File: config.mk
export PLATFORM = sky130hd
export DESIGN_NAME = adc_ctl
export DESIGN_NICKNAME = d
export VERILOG_FILES = /design/src/hw/adc_ctl_pkg.sv /design/src/hw/adc_conv_timer.sv /design/src/hw/adc_ctl.sv
export VERILOG_INCLUDE_DIRS = /design/src /design/src/hw
export SDC_FILE = /design/constraint.sdc
export NUM_CORES = 1
export LEC_CHECK = 0
export ABC_AREA = 1
export BUFFER_PORTS_ARGS = -buffer_cell sky130_fd_sc_hd__buf_2
export CAP_MARGIN = 20
export CORE_ASPECT_RATIO = 2
export CORE_UTILIZATION = 24
export DETAILED_ROUTE_END_ITERATION = 7
export PLACE_DENSITY = 0.45
export SETUP_SLACK_MARGIN = 0.3
export SYNTH_ARGS = -nofsm -noshare
export SYNTH_HDL_FRONTEND = slang
export SYNTH_HIERARCHICAL = 1
export SYNTH_SLANG_ARGS = --single-unit
File: constraint.sdc
create_clock -name SYS_CLK -period 2.3 [get_ports SYS_CLK]
set_clock_uncertainty 0.15 [all_clocks]
set_input_delay 0.23 -clock SYS_CLK [delete_from_list [all_inputs] [get_ports SYS_CLK]]
set_output_delay 0.23 -clock SYS_CLK [all_outputs]
set_load 0.05 [all_outputs]
File: src/hw/adc_ctl_defines.svh
// Purpose: Offsets, field positions, reset values and timing counts of the converter control.
// Assumes: Byte addresses on a 32-bit Avalon-MM bus, one register per word.
// Notes: Definitions only.
`ifndef ADC_CTL_DEFINES_SVH
`define ADC_CTL_DEFINES_SVH

// ************************************************************
// Register byte offsets
// ************************************************************
`define OFF_CLOCK_GATE 6'h00
`define OFF_MODE_PRIMARY 6'h04
`define OFF_TRIGGER_MODE 6'h08
`define OFF_ANALOG_SELECT 6'h0c
`define OFF_DIRECTION 6'h10
`define OFF_IRQ_STATUS 6'h14
`define OFF_IRQ_MASK 6'h18
`define OFF_PRIORITY 6'h1c
`define OFF_CONV_STATUS 6'h20

// ************************************************************
// Field positions
// ************************************************************
`define BIT_CLOCK_GATE 5
`define BIT_RUN 7
`define BIT_SCAN 6
`define BIT_CODE_HI 5
`define BIT_CODE_LO 1
`define BIT_COMPARATOR 0
`define BIT_TRIG_HI 7
`define BIT_TRIG_LO 6
`define BIT_ONESHOT 5
`define BIT_CONV_END 0
`define BIT_PRIO_LOW 0
`define BIT_PRIO_HIGH 1

// ************************************************************
// Reset values
// ************************************************************
`define RST_BYTE 8'h00
`define RST_PIN_DIR 8'hff
`define RST_MASK 1'h1
`define RST_PRIO 2'h3

// ************************************************************
// Conversion time
// ************************************************************
`define CONV_TIME_NS 9000
`define CLK_PERIOD_NS 10
`define CONV_CYCLES (`CONV_TIME_NS / `CLK_PERIOD_NS)
`define CODE_FAST 5'h14
`define CODE_SLOW 5'h1c
`define CODE_DEFAULT 5'h14

`endif

File: src/hw/adc_ctl_pkg.sv
// Purpose: Types shared by the converter control.
// Assumes: Nothing.
// Notes: States of the conversion sequencer.
package adc_ctl_pkg;
   typedef enum logic [1:0] {
      CONV_IDLE,
      CONV_WAIT_TRIG,
      CONV_BUSY
   } conv_state_e;
endpackage

File: src/hw/adc_conv_timer.sv
// Purpose: Counts one conversion time and pulses when it ends.
// Assumes: Start is held one cycle; abort wins over everything.
// Notes: Count is loaded from the caller.
`timescale 1ns/1ns
module adc_conv_timer (
   input wire logic SYS_CLK,
   input wire logic RST_N,
   input wire logic START,
   input wire logic ABORT,
   input wire logic [15:0] LOAD,
   output logic DONE,
   output logic BUSY
);
   logic [15:0] count;
   logic [15:0] next_count;
   wire last = BUSY && (count == 16'h0001);

   always_comb begin
      next_count = count;
      if (ABORT) begin
         next_count = 16'h0000;
      end else if (START) begin
         next_count = LOAD;
      end else if (BUSY) begin
         next_count = count - 16'h0001;
      end
   end

   always_ff @(posedge SYS_CLK or negedge RST_N) begin
      if (!RST_N) begin
         count <= 16'h0000;
         DONE <= 1'b0;
      end else begin
         count <= next_count;
         DONE <= last && !ABORT;
      end
   end

   assign BUSY = (count != 16'h0000);
endmodule

File: src/hw/adc_ctl.sv
// Purpose: Register control of the on-chip converter over Avalon-MM.
// Assumes: Inputs synchronous to SYS_CLK; triggers are one-cycle pulses.
// Notes: Analog path is outside; this block gates, sequences and flags.
`timescale 1ns/1ns
`include "adc_ctl_defines.svh"

// What this block does
// - Clock gate register bit 5 drives the converter clock enable.
// - Mode bit 7 permits conversion; clearing it aborts any running conversion.
// - Mode bit 0 enables the voltage comparator; zero stops it.
// - Conversion-end mask bit one blocks interrupt servicing; zero allows it.
// - Request flag reads zero until set; writing zero clears it.
// - Two-bit priority in one register; 00 highest, 11 lowest.
// - Per port 1 pin, select one routes the pin to analog input.
// - Per port 1 pin, direction one is input, output buffer off.
// - Mode bit 6 chooses scan mode (one) or select mode (zero).
// - Mode bits 5..1 hold the time code; every code gives 9 us, only 10100 is flagged exact.
// - Trigger field upper bit zero is software; 10 and 11 are hardware.
// - Trigger register bit 5: zero continuous, one one-shot conversion.
module adc_ctl (
   input wire logic SYS_CLK,
   input wire logic RST_N,
   input wire logic [5:0] AVS_ADDRESS,
   input wire logic AVS_READ,
   input wire logic AVS_WRITE,
   input wire logic [31:0] AVS_WRITEDATA,
   input wire logic [3:0] AVS_BYTEENABLE,
   output logic [31:0] AVS_READDATA,
   output logic AVS_WAITREQUEST,
   input wire logic HW_TRIGGER,
   input wire logic [7:0] PIN_IN,
   input wire logic [7:0] PIN_OUT_DATA,
   output logic [7:0] PIN_OUT,
   output logic [7:0] PIN_OE_N,
   output logic [7:0] PIN_ANALOG,
   output logic CONV_CLK_EN,
   output logic COMPARATOR_ON,
   output logic SCAN_MODE,
   output logic CONV_ACTIVE,
   output logic CONV_DONE,
   output logic [1:0] IRQ_PRIORITY,
   output logic IRQ
);
   // ************************************************************
   // Registers
   // ************************************************************
   logic [7:0] clock_gate;
   logic [7:0] mode_primary;
   logic [7:0] trigger_mode;
   logic [7:0] analog_select;
   logic [7:0] direction;
   logic conv_end_irq_flag;
   logic conv_end_irq_mask;
   logic [1:0] priority_bits;
   logic [31:0] read_data;
   logic answered;
   logic sw_start;
   adc_ctl_pkg::conv_state_e state;
   adc_ctl_pkg::conv_state_e next_state;

   // ************************************************************
   // Bus decode
   // ************************************************************
   // One wait cycle so read data come from a flop; a write lands with waitrequest low
   wire access = (AVS_READ || AVS_WRITE) && !answered;
   wire wr = AVS_WRITE && answered && AVS_BYTEENABLE[0];
   wire wr_gate = wr && (AVS_ADDRESS == `OFF_CLOCK_GATE);
   wire wr_mode = wr && (AVS_ADDRESS == `OFF_MODE_PRIMARY);
   wire wr_trig = wr && (AVS_ADDRESS == `OFF_TRIGGER_MODE);
   wire wr_asel = wr && (AVS_ADDRESS == `OFF_ANALOG_SELECT);
   wire wr_dir = wr && (AVS_ADDRESS == `OFF_DIRECTION);
   wire wr_stat = wr && (AVS_ADDRESS == `OFF_IRQ_STATUS);
   wire wr_mask = wr && (AVS_ADDRESS == `OFF_IRQ_MASK);
   wire wr_prio = wr && (AVS_ADDRESS == `OFF_PRIORITY);
   wire [7:0] wbyte = AVS_WRITEDATA[7:0];

   wire clk_on = clock_gate[`BIT_CLOCK_GATE];
   wire run = mode_primary[`BIT_RUN] && clk_on;
   wire oneshot = trigger_mode[`BIT_ONESHOT];
   wire hw_trig_mode = trigger_mode[`BIT_TRIG_HI];
   wire [4:0] time_code = mode_primary[`BIT_CODE_HI:`BIT_CODE_LO];
   // Only the 9 us setting is timed exactly; others map to it too
   wire code_ok = (time_code == `CODE_FAST);
   wire [15:0] conv_load = 16'(`CONV_CYCLES);
   wire timer_done;
   wire timer_busy;

   // ************************************************************
   // Conversion sequencer
   // ************************************************************
   // Hardware trigger only counts in hardware trigger mode
   wire trig_now = hw_trig_mode ? HW_TRIGGER : sw_start;
   wire start = (state != adc_ctl_pkg::CONV_BUSY) && run && trig_now
      && mode_primary[`BIT_COMPARATOR];
   wire abort = !run;

   always_comb begin
      next_state = state;
      case (state)
         adc_ctl_pkg::CONV_IDLE: begin
            if (start) begin
               next_state = adc_ctl_pkg::CONV_BUSY;
            end else if (run) begin
               next_state = adc_ctl_pkg::CONV_WAIT_TRIG;
            end
         end
         adc_ctl_pkg::CONV_WAIT_TRIG: begin
            if (abort) begin
               next_state = adc_ctl_pkg::CONV_IDLE;
            end else if (start) begin
               next_state = adc_ctl_pkg::CONV_BUSY;
            end
         end
         adc_ctl_pkg::CONV_BUSY: begin
            if (abort) begin
               next_state = adc_ctl_pkg::CONV_IDLE;
            end else if (timer_done) begin
               // Continuous restarts at once; one-shot waits for the next trigger
               next_state = oneshot ? adc_ctl_pkg::CONV_WAIT_TRIG
                  : adc_ctl_pkg::CONV_BUSY;
            end
         end
         default: begin
            next_state = adc_ctl_pkg::CONV_IDLE;
         end
      endcase
   end

   wire restart = (state == adc_ctl_pkg::CONV_BUSY) && timer_done && !oneshot && run;

   adc_conv_timer u_timer (
      .SYS_CLK(SYS_CLK),
      .RST_N(RST_N),
      .START(start || restart),
      .ABORT(abort),
      .LOAD(conv_load),
      .DONE(timer_done),
      .BUSY(timer_busy)
   );

   // ************************************************************
   // Register writes
   // ************************************************************
   always_ff @(posedge SYS_CLK or negedge RST_N) begin
      if (!RST_N) begin
         clock_gate <= `RST_BYTE;
         mode_primary <= `RST_BYTE;
         trigger_mode <= `RST_BYTE;
         analog_select <= `RST_BYTE;
         direction <= `RST_PIN_DIR;
         conv_end_irq_mask <= `RST_MASK;
         priority_bits <= `RST_PRIO;
      end else begin
         if (wr_gate) clock_gate <= wbyte;
         if (wr_mode) mode_primary <= wbyte;
         if (wr_trig) trigger_mode <= wbyte;
         if (wr_asel) analog_select <= wbyte;
         if (wr_dir) direction <= wbyte;
         if (wr_mask) conv_end_irq_mask <= wbyte[`BIT_CONV_END];
         if (wr_prio) priority_bits <= wbyte[`BIT_PRIO_HIGH:`BIT_PRIO_LOW];
      end
   end

   // Software start: writing run with run already on, or turning it on
   always_ff @(posedge SYS_CLK or negedge RST_N) begin
      if (!RST_N) begin
         sw_start <= 1'b0;
      end else begin
         sw_start <= wr_mode && wbyte[`BIT_RUN];
      end
   end

   // Set wins over a clear in the same cycle
   always_ff @(posedge SYS_CLK or negedge RST_N) begin
      if (!RST_N) begin
         conv_end_irq_flag <= 1'b0;
      end else if (timer_done) begin
         conv_end_irq_flag <= 1'b1;
      end else if (wr_stat) begin
         // Write-one-to-clear, and writing zero also clears
         conv_end_irq_flag <= 1'b0;
      end
   end

   always_ff @(posedge SYS_CLK or negedge RST_N) begin
      if (!RST_N) begin
         state <= adc_ctl_pkg::CONV_IDLE;
      end else begin
         state <= next_state;
      end
   end

   // ************************************************************
   // Read path
   // ************************************************************
   wire [31:0] status_word = {24'h000000, 4'h0, 1'b0, code_ok, timer_busy,
      state != adc_ctl_pkg::CONV_IDLE};
   logic [31:0] read_mux;

   always_comb begin
      case (AVS_ADDRESS)
         `OFF_CLOCK_GATE: read_mux = {24'h000000, clock_gate};
         `OFF_MODE_PRIMARY: read_mux = {24'h000000, mode_primary};
         `OFF_TRIGGER_MODE: read_mux = {24'h000000, trigger_mode};
         `OFF_ANALOG_SELECT: read_mux = {24'h000000, analog_select};
         `OFF_DIRECTION: read_mux = {24'h000000, direction};
         `OFF_IRQ_STATUS: read_mux = {31'h00000000, conv_end_irq_flag};
         `OFF_IRQ_MASK: read_mux = {31'h00000000, conv_end_irq_mask};
         `OFF_PRIORITY: read_mux = {30'h00000000, priority_bits};
         `OFF_CONV_STATUS: read_mux = status_word;
         default: read_mux = 32'h00000000;
      endcase
   end

   always_ff @(posedge SYS_CLK or negedge RST_N) begin
      if (!RST_N) begin
         answered <= 1'b0;
         read_data <= 32'h00000000;
      end else begin
         answered <= access;
         if (AVS_READ && !answered) read_data <= read_mux;
      end
   end

   // ************************************************************
   // Outputs
   // ************************************************************
   assign AVS_WAITREQUEST = (AVS_READ || AVS_WRITE) && !answered;
   assign AVS_READDATA = read_data;

   genvar n;
   generate
      for (n = 0; n < 8; n = n + 1) begin : g_pin
         // Analog pins never drive, whatever the direction bit says
         assign PIN_ANALOG[n] = analog_select[n];
         assign PIN_OE_N[n] = direction[n] || analog_select[n];
         assign PIN_OUT[n] = PIN_OUT_DATA[n] && !PIN_OE_N[n];
      end
   endgenerate

   assign CONV_CLK_EN = clk_on;
   assign COMPARATOR_ON = mode_primary[`BIT_COMPARATOR] && clk_on;
   assign SCAN_MODE = mode_primary[`BIT_SCAN];
   assign CONV_ACTIVE = (state == adc_ctl_pkg::CONV_BUSY);
   assign CONV_DONE = timer_done;
   assign IRQ_PRIORITY = priority_bits;
   assign IRQ = conv_end_irq_flag && !conv_end_irq_mask;
endmodule

=== After elaboration in Yosys (flattened, before gate mapping) ===
Cells that the tools add are included.

* Bits of input ports: 63
* Word-level logic and storage cells: 106
* Output and inout bits: 65
* Flip-flop bits (word level): 97

* Equality and inequality tests: 17
* Add/subtract/negate cells: 1
* Reductions and logical operators: 59
* Multiplexer cells: 15

{| class="wikitable"
|+ Operators by type and width
! kind !! count
|-
| $pmux 8 s9 || 1
|-
| $mux 16 || 3
|-
| $logic_and 1x1->1 || 32
|-
| $eq 6x5->1 const B || 4
|-
| $eq 16x1->1 const B || 1
|-
| $reduce_bool 16->1 || 1
|-
| $sub 16x1->16 const B || 1
|-
| $mux 2 || 7
|-
| $eq 6x4->1 const B || 2
|-
| $logic_not 1->1 || 11
|-
| $logic_or 1x1->1 || 10
|-
| $eq 6x3->1 const B || 1
|-
| $eq 6x6->1 const B || 1
|-
| $logic_not 6->1 || 1
|-
| $ne 3x3->1 const B || 2
|-
| $pmux 2 s3 || 1
|-
| $eq 5x5->1 const B || 1
|-
| $reduce_bool 2->1 || 2
|-
| $mux 1 || 3
|-
| $ne 3x1->1 const B || 1
|-
| $ne 3x2->1 const B || 1
|-
| $reduce_and 3->1 || 1
|-
| $eq 2x1->1 const B || 1
|-
| $eq 2x2->1 const B || 1
|-
| 2 further kinds || 2
|}

=== Depth between registers and ports, before layout ===
* Depth in word-level cells: 7
* Gate-level depth with buffers: 13

=== By module ===
The synthesis kept the hierarchy.

{| class="wikitable"
|+ Modules (own cells, without submodules)
! module !! sequential area each (µm²) !! area each (µm²) !! cells each !! instances
|-
| adc_ctl || 1415.1 || 3183.1 || 396 || 1
|-
| adc_conv_timer || 425.4 || 1268.7 || 182 || 1
|}

=== Worst setup path before layout ===
OpenSTA, ideal clock, no wires.

* Path type: reg2reg
* Start point: reg clock_gate[5]
* End point: reg u_timer.count[14]
* Required time: 2.035 ns
* Setup slack: 0.071 ns
* Path buffers: 2
* Stages on the path, launching flop included: 11
* Arrival time: 1.964 ns
* Path through: dfrtp_1 nand2_1 nor2_1 nand3_1 nand2_1 buf_4 inv_2 buf_4 or2_2 nand3_1 nor2_1

* Cells in the longest elaborated chain, start to end: 7

{| class="wikitable"
|+ RTL lines
! element !! line !! source
|-
| start: declaration || adc_ctl.sv:47 || <nowiki>logic [7:0] clock_gate;</nowiki>
|-
| start signal: assignment || adc_ctl.sv:146 || <nowiki>clock_gate <= `RST_BYTE;</nowiki>
|-
| start signal: assignment || adc_ctl.sv:154 || <nowiki>if (wr_gate) clock_gate <= wbyte;</nowiki>
|-
| $logic_and 1x1->1 (*) || adc_ctl.sv:78 || <nowiki>wire run = mode_primary[`BIT_RUN] && clk_on;</nowiki>
|-
| $logic_and 1x1->1 (3 in a row) || adc_ctl.sv:93 || <nowiki>wire start = (state != adc_ctl_pkg::CONV_BUSY) && run && trig_now</nowiki>
|-
| $logic_or 1x1->1 || adc_ctl.sv:134 || <nowiki>.START(start || restart),</nowiki>
|-
| $mux 16 || adc_conv_timer.sv:22 || <nowiki>end else if (START) begin</nowiki>
|-
| $mux 16 || adc_conv_timer.sv:20 || <nowiki>if (ABORT) begin</nowiki>
|-
| end signal: assignment || adc_conv_timer.sv:34 || <nowiki>count <= next_count;</nowiki>
|-
| end: declaration || adc_conv_timer.sv:14 || <nowiki>logic [15:0] count;</nowiki>
|}

Mark *: on every way between the ends. The rest lies on a longest branch, timed or not.
A chain may end at the register's enable or synchronous reset.

=== Worst setup path after layout ===
* Start point: reg trigger_mode[7]
* End point: reg u_timer.count[4]

* Cells in the longest elaborated chain, start to end: 6

{| class="wikitable"
|+ RTL lines
! element !! line !! source
|-
| start: declaration || adc_ctl.sv:49 || <nowiki>logic [7:0] trigger_mode;</nowiki>
|-
| start signal: assignment || adc_ctl.sv:148 || <nowiki>trigger_mode <= `RST_BYTE;</nowiki>
|-
| start signal: assignment || adc_ctl.sv:156 || <nowiki>if (wr_trig) trigger_mode <= wbyte;</nowiki>
|-
| $mux 1 (*) || adc_ctl.sv:92 || <nowiki>wire trig_now = hw_trig_mode ? HW_TRIGGER : sw_start;</nowiki>
|-
| $logic_and 1x1->1 (*) (2 in a row) || adc_ctl.sv:93 ||
|-
| $logic_or 1x1->1 (*) || adc_ctl.sv:134 ||
|-
| $mux 16 || adc_conv_timer.sv:22 ||
|-
| $mux 16 || adc_conv_timer.sv:20 ||
|}

Marks and branches as above.

==> metrics.md <==
| Metric | Value |
|---|---|
| Status | `finished with violations` |
| Violated checks | `DRC` |
| Largest cells by area after synthesis | `dfrtp_1, nand2_1, dfstp_2` |
| Final setup vio count | `0` |
| Synth top area share | `0.3485` |
| Worst setup path startpoint | `trigger_mode[7]$_DFFE_PN0P_` |
| Placeable core area | `18220 µm²` |
| Total global routing overflow | `0` |
| Leading register cell type out of synthesis | `dfrtp_1` |
| Root buf cell | `clkbuf_16` |
| DRT Wirelength | `12.56 mm` |
| FMAX | `0.5404 GHz` |
| Dpl ws | `0.2059 ns` |
| IO Pins | `128` |
| Initial antenna violation count | `1` |
| Clock transition at the registers of the reported paths | `around 0.06 ns` |
| Maximum fanout along the worst path | `5` |
| Max clock buf depth | `2` |
| DRT iter0 DRCs | `209` |
| FF-to-FF End | `u_timer/count[4]$_DFFE_PN0P_` |
| Measured slew at the worst slew-check pin | `0.5696 ns` |
| Pwr dens | `between 600 and 700 nW/µm²` |
| Vias | `3834` |
| Antenna cell count | `0` |
| Hold EP | `answered$_DFF_PN0_` |
| Placed Instances | `878` |
| Largest net degree at the start of global routing | `42` |
| Overall die area | `between 15000 and 20000 µm²` |
| Detail Placement HPWL | `9.686 mm` |
| Final worst slack | `0.4494 ns` |
| Area Growth Syn to Fin | `22.29%` |
| Count of final hold-check violations | `0` |
| Cell area after synthesis | `4452 µm²` |
| Fraction of registers with async set/reset | `1.000` |
| H-tree depth | `3` |
| Starting density of the core | `0.2444` |
| Worst endpoint required time | `roughly 2.4 ns` |
| Hold Path Origin | `AVS_READ` |
| Total CTS buffers | `9` |
| Max-slew headroom | `0.6203` |
| Site Rows | `70` |
| Via/cell ratio | `around 4.3` |
| Distinct cells, synth | `37` |
| Fin crit period | `1.851 ns` |
| Cell taking the most area after synthesis | `dfrtp_1` |
| Max-Cap Viols | `0` |
| RR Startpoint | `trigger_mode[7]$_DFFE_PN0P_` |
| CP startpoint kind | `flip-flop` |
| Peak VDD IR | `0.2743 mV` |
| Vias in the first global route | `between 3000 and 4000` |
| # DRC | `1` |
| Syn Inst Count | `578` |
| Die width | `98.31 µm` |
| RSZ-0062 raised after global routing | `true` |
| Detail Route Antenna Nets | `0` |
| Nature of the critical path endpoint | `flip-flop` |
| Fin. max-slew vios | `0` |
| CTS Sinks | `73` |
| Crit path kind | `flip-flop to flip-flop` |
| Post-synth EDFFs | `0` |
| Hold path cells | `3` |
| Share of the yosys chip area belonging to registers | `0.4134` |
| Share of layout cells above drive strength 1 | `0.3000` |
| GR Util All Layers | `0.1405` |
| Leak | `3.013 nW` |
| Final net count | `740` |
| Hold crit path type | `input pin to flip-flop` |
| Total negative setup slack | `0 ns` |
| Routed length per instance | `14.01 µm` |
| Fin cells | `896` |
| Synth warn | `6` |
| Worst R2R Path Depth | `10` |
| Worst EP arrival | `1.92 ns` |
| Buffers on Ports | `68` |
| Core Util, Final | `0.2988` |
| DRT Pass-1 Iters | `8` |
| Fin crit share | `0.8046` |
| TritonCTS clock tree | `built` |
| Die height | `194.6 µm` |
| Final GP Congestion | `~0.8` |
| Avg Inst Size Synth | `7.702 µm²` |
| Clock latency on the worst-skew pair | `0.34 ns` |
| First-pass GRT wire length | `20.24 mm` |
| R2R setup slack | `0.45 ns` |
| #FFs+latches synth | `73` |
-- state kept, by name, indices dropped and copies added, names as in the netlist --
name               count
u_timer/count         16
AVS_READDATA           8
PIN_ANALOG             8
clock_gate             8
direction              8
mode_primary           8
trigger_mode           8
IRQ_PRIORITY           2
state                  2
answered               1
conv_end_irq_flag      1
conv_end_irq_mask      1
sw_start               1
u_timer/DONE           1
-- routing by layer --
| layer | part of all wire | GRT usage | wire (µm) |
|---|---|---|---|
| met1 | 0.35 | 0.1312 | 4381 |
| met2 | 0.59 | 0.2838 | 7403 |
| met3 | 0.031 | 0.02445 | 385 |
| met4 | 0.030 | 0.06744 | 371 |
| met5 | 0.0010 | 0 | 13 |
-- stage by stage --
step	power [mW]	hold slack, ns	area [µm²]
detailed placement	1.925	0.1129	5062
global route	3.605	0.01669	5444
CTS	3.517	0.01507	5419
floorplan	1.810	-0.2156	4616
finish	3.462	0.02355	5444
global placement	1.921	0.1132	5062
-- cell usage in the layout, fill, tap and decap left out, types with 2 or more instances in the layout --
| master | count |
|---|---|
| nand3_2 | 3 |
| nor2_8 | 4 |
| or2_2 | 16 |
| nor3_1 | 4 |
| nand2_1 | 167 |
| conb_1 | 40 |
| nor2_1 | 61 |
| a21oi_1 | 7 |
| o21ai_0 | 8 |
| o21ai_1 | 26 |
| dfrtp_1 | 61 |
| nor2_4 | 9 |
| bufinv_16 | 2 |
| buf_4 | 11 |
| clkinv_2 | 2 |
| nand3_4 | 2 |
| inv_4 | 2 |
| nor2_2 | 17 |
| nand2_4 | 7 |
| nand3b_1 | 2 |
| nand2_2 | 9 |
| dfstp_2 | 11 |
| buf_2 | 67 |
| clkbuf_16 | 9 |
| inv_1 | 53 |
| nand3_1 | 33 |
| inv_2 | 2 |
| o21ai_2 | 24 |
| nand4_1 | 4 |
-- cell usage after synthesis, types with 3 or more instances --
library cell and n:
inv_2 3, or2_2 16, o21ai_0 9, buf_6 5, dfrtp_1 62, dfstp_2 11
nand2_1 168, inv_1 53, a21oi_1 7, nand3_1 34, nor3_1 4, nor2_4 8
o21ai_1 25, buf_4 26, nor2_2 8, o21ai_2 24, nor2_1 71, nand2_2 8
nand2_4 7, nor2_8 4, nand4_1 4
-- power breakdown --
part / leakage, nW / switching [mW] / internal, mW / total (mW)
Combinational: 1.89 / 0.412 / 0.116 / 0.528
Clock: 0.159 / 0.581 / 0.983 / 1.56
Sequential: 0.967 / 0.0353 / 1.33 / 1.37
Total: 3.01 / 1.03 / 2.43 / 3.46
-- layout make-up --
type,instances,area [µm²]
Clock buffer,10,239.0
Timing Repair Buffer,80,447.9
Inverter,58,224.0
Fill cell,2003,12770
Multi-Input combinational cell,453,2331
Clock inverter,6,90.09
Sequential cell,73,1842
Tap cell,216,270.3
-- what timing repair did --
item                                    4_1_cts  5_1_grt
gates resized for setup                       3        7
setup buffers                                 0        0
gates cloned                                  1        0
endpoints found under the setup margin       16       17
pin swaps                                     1        2
hold endpoints to repair                     32        0
hold buffers                                  1        0
-- kinds of logic after synthesis --
logic type                 after synthesis  share of synthesized area
DFF                                     73                     0.4134
other                                    2                   0.001687
and+or+nand+nor                        339                     0.3673
AOI/OAI and AO/OA                       69                    0.09950
adders and majority gates                2                   0.005620
buffers and inverters                   91                     0.1085
xor gates and xnor gates                 2                   0.003936
-- how the worst max path moves through the flow --
stage / endpoint / slack (ns) / cells after the start
global route: u_timer/count[4]$_DFFE_PN0P_ / 0.29 / 11
global placement: u_timer/count[6]$_DFFE_PN0P_ / 0.20 / 10
floorplan: u_timer/count[14]$_DFFE_PN0P_ / 0.25 / 10
finish: u_timer/count[4]$_DFFE_PN0P_ / 0.45 / 10
detailed placement: u_timer/count[6]$_DFFE_PN0P_ / 0.21 / 10
CTS: u_timer/count[4]$_DFFE_PN0P_ / 0.33 / 9
-- critical path: stages (launching register included) --
cell and delay, ns:
dfrtp_1 0.41, nand2_1 0.08, o21ai_1 0.09, buf_4 0.15, nand3_2 0.09, nand2_1 0.11, buf_4 0.16, nor2_4 0.16
nand3_4 0.15, nand2_4 0.13, nor2_1 0.06
Note: power is estimated with default switching activity, not from simulation.
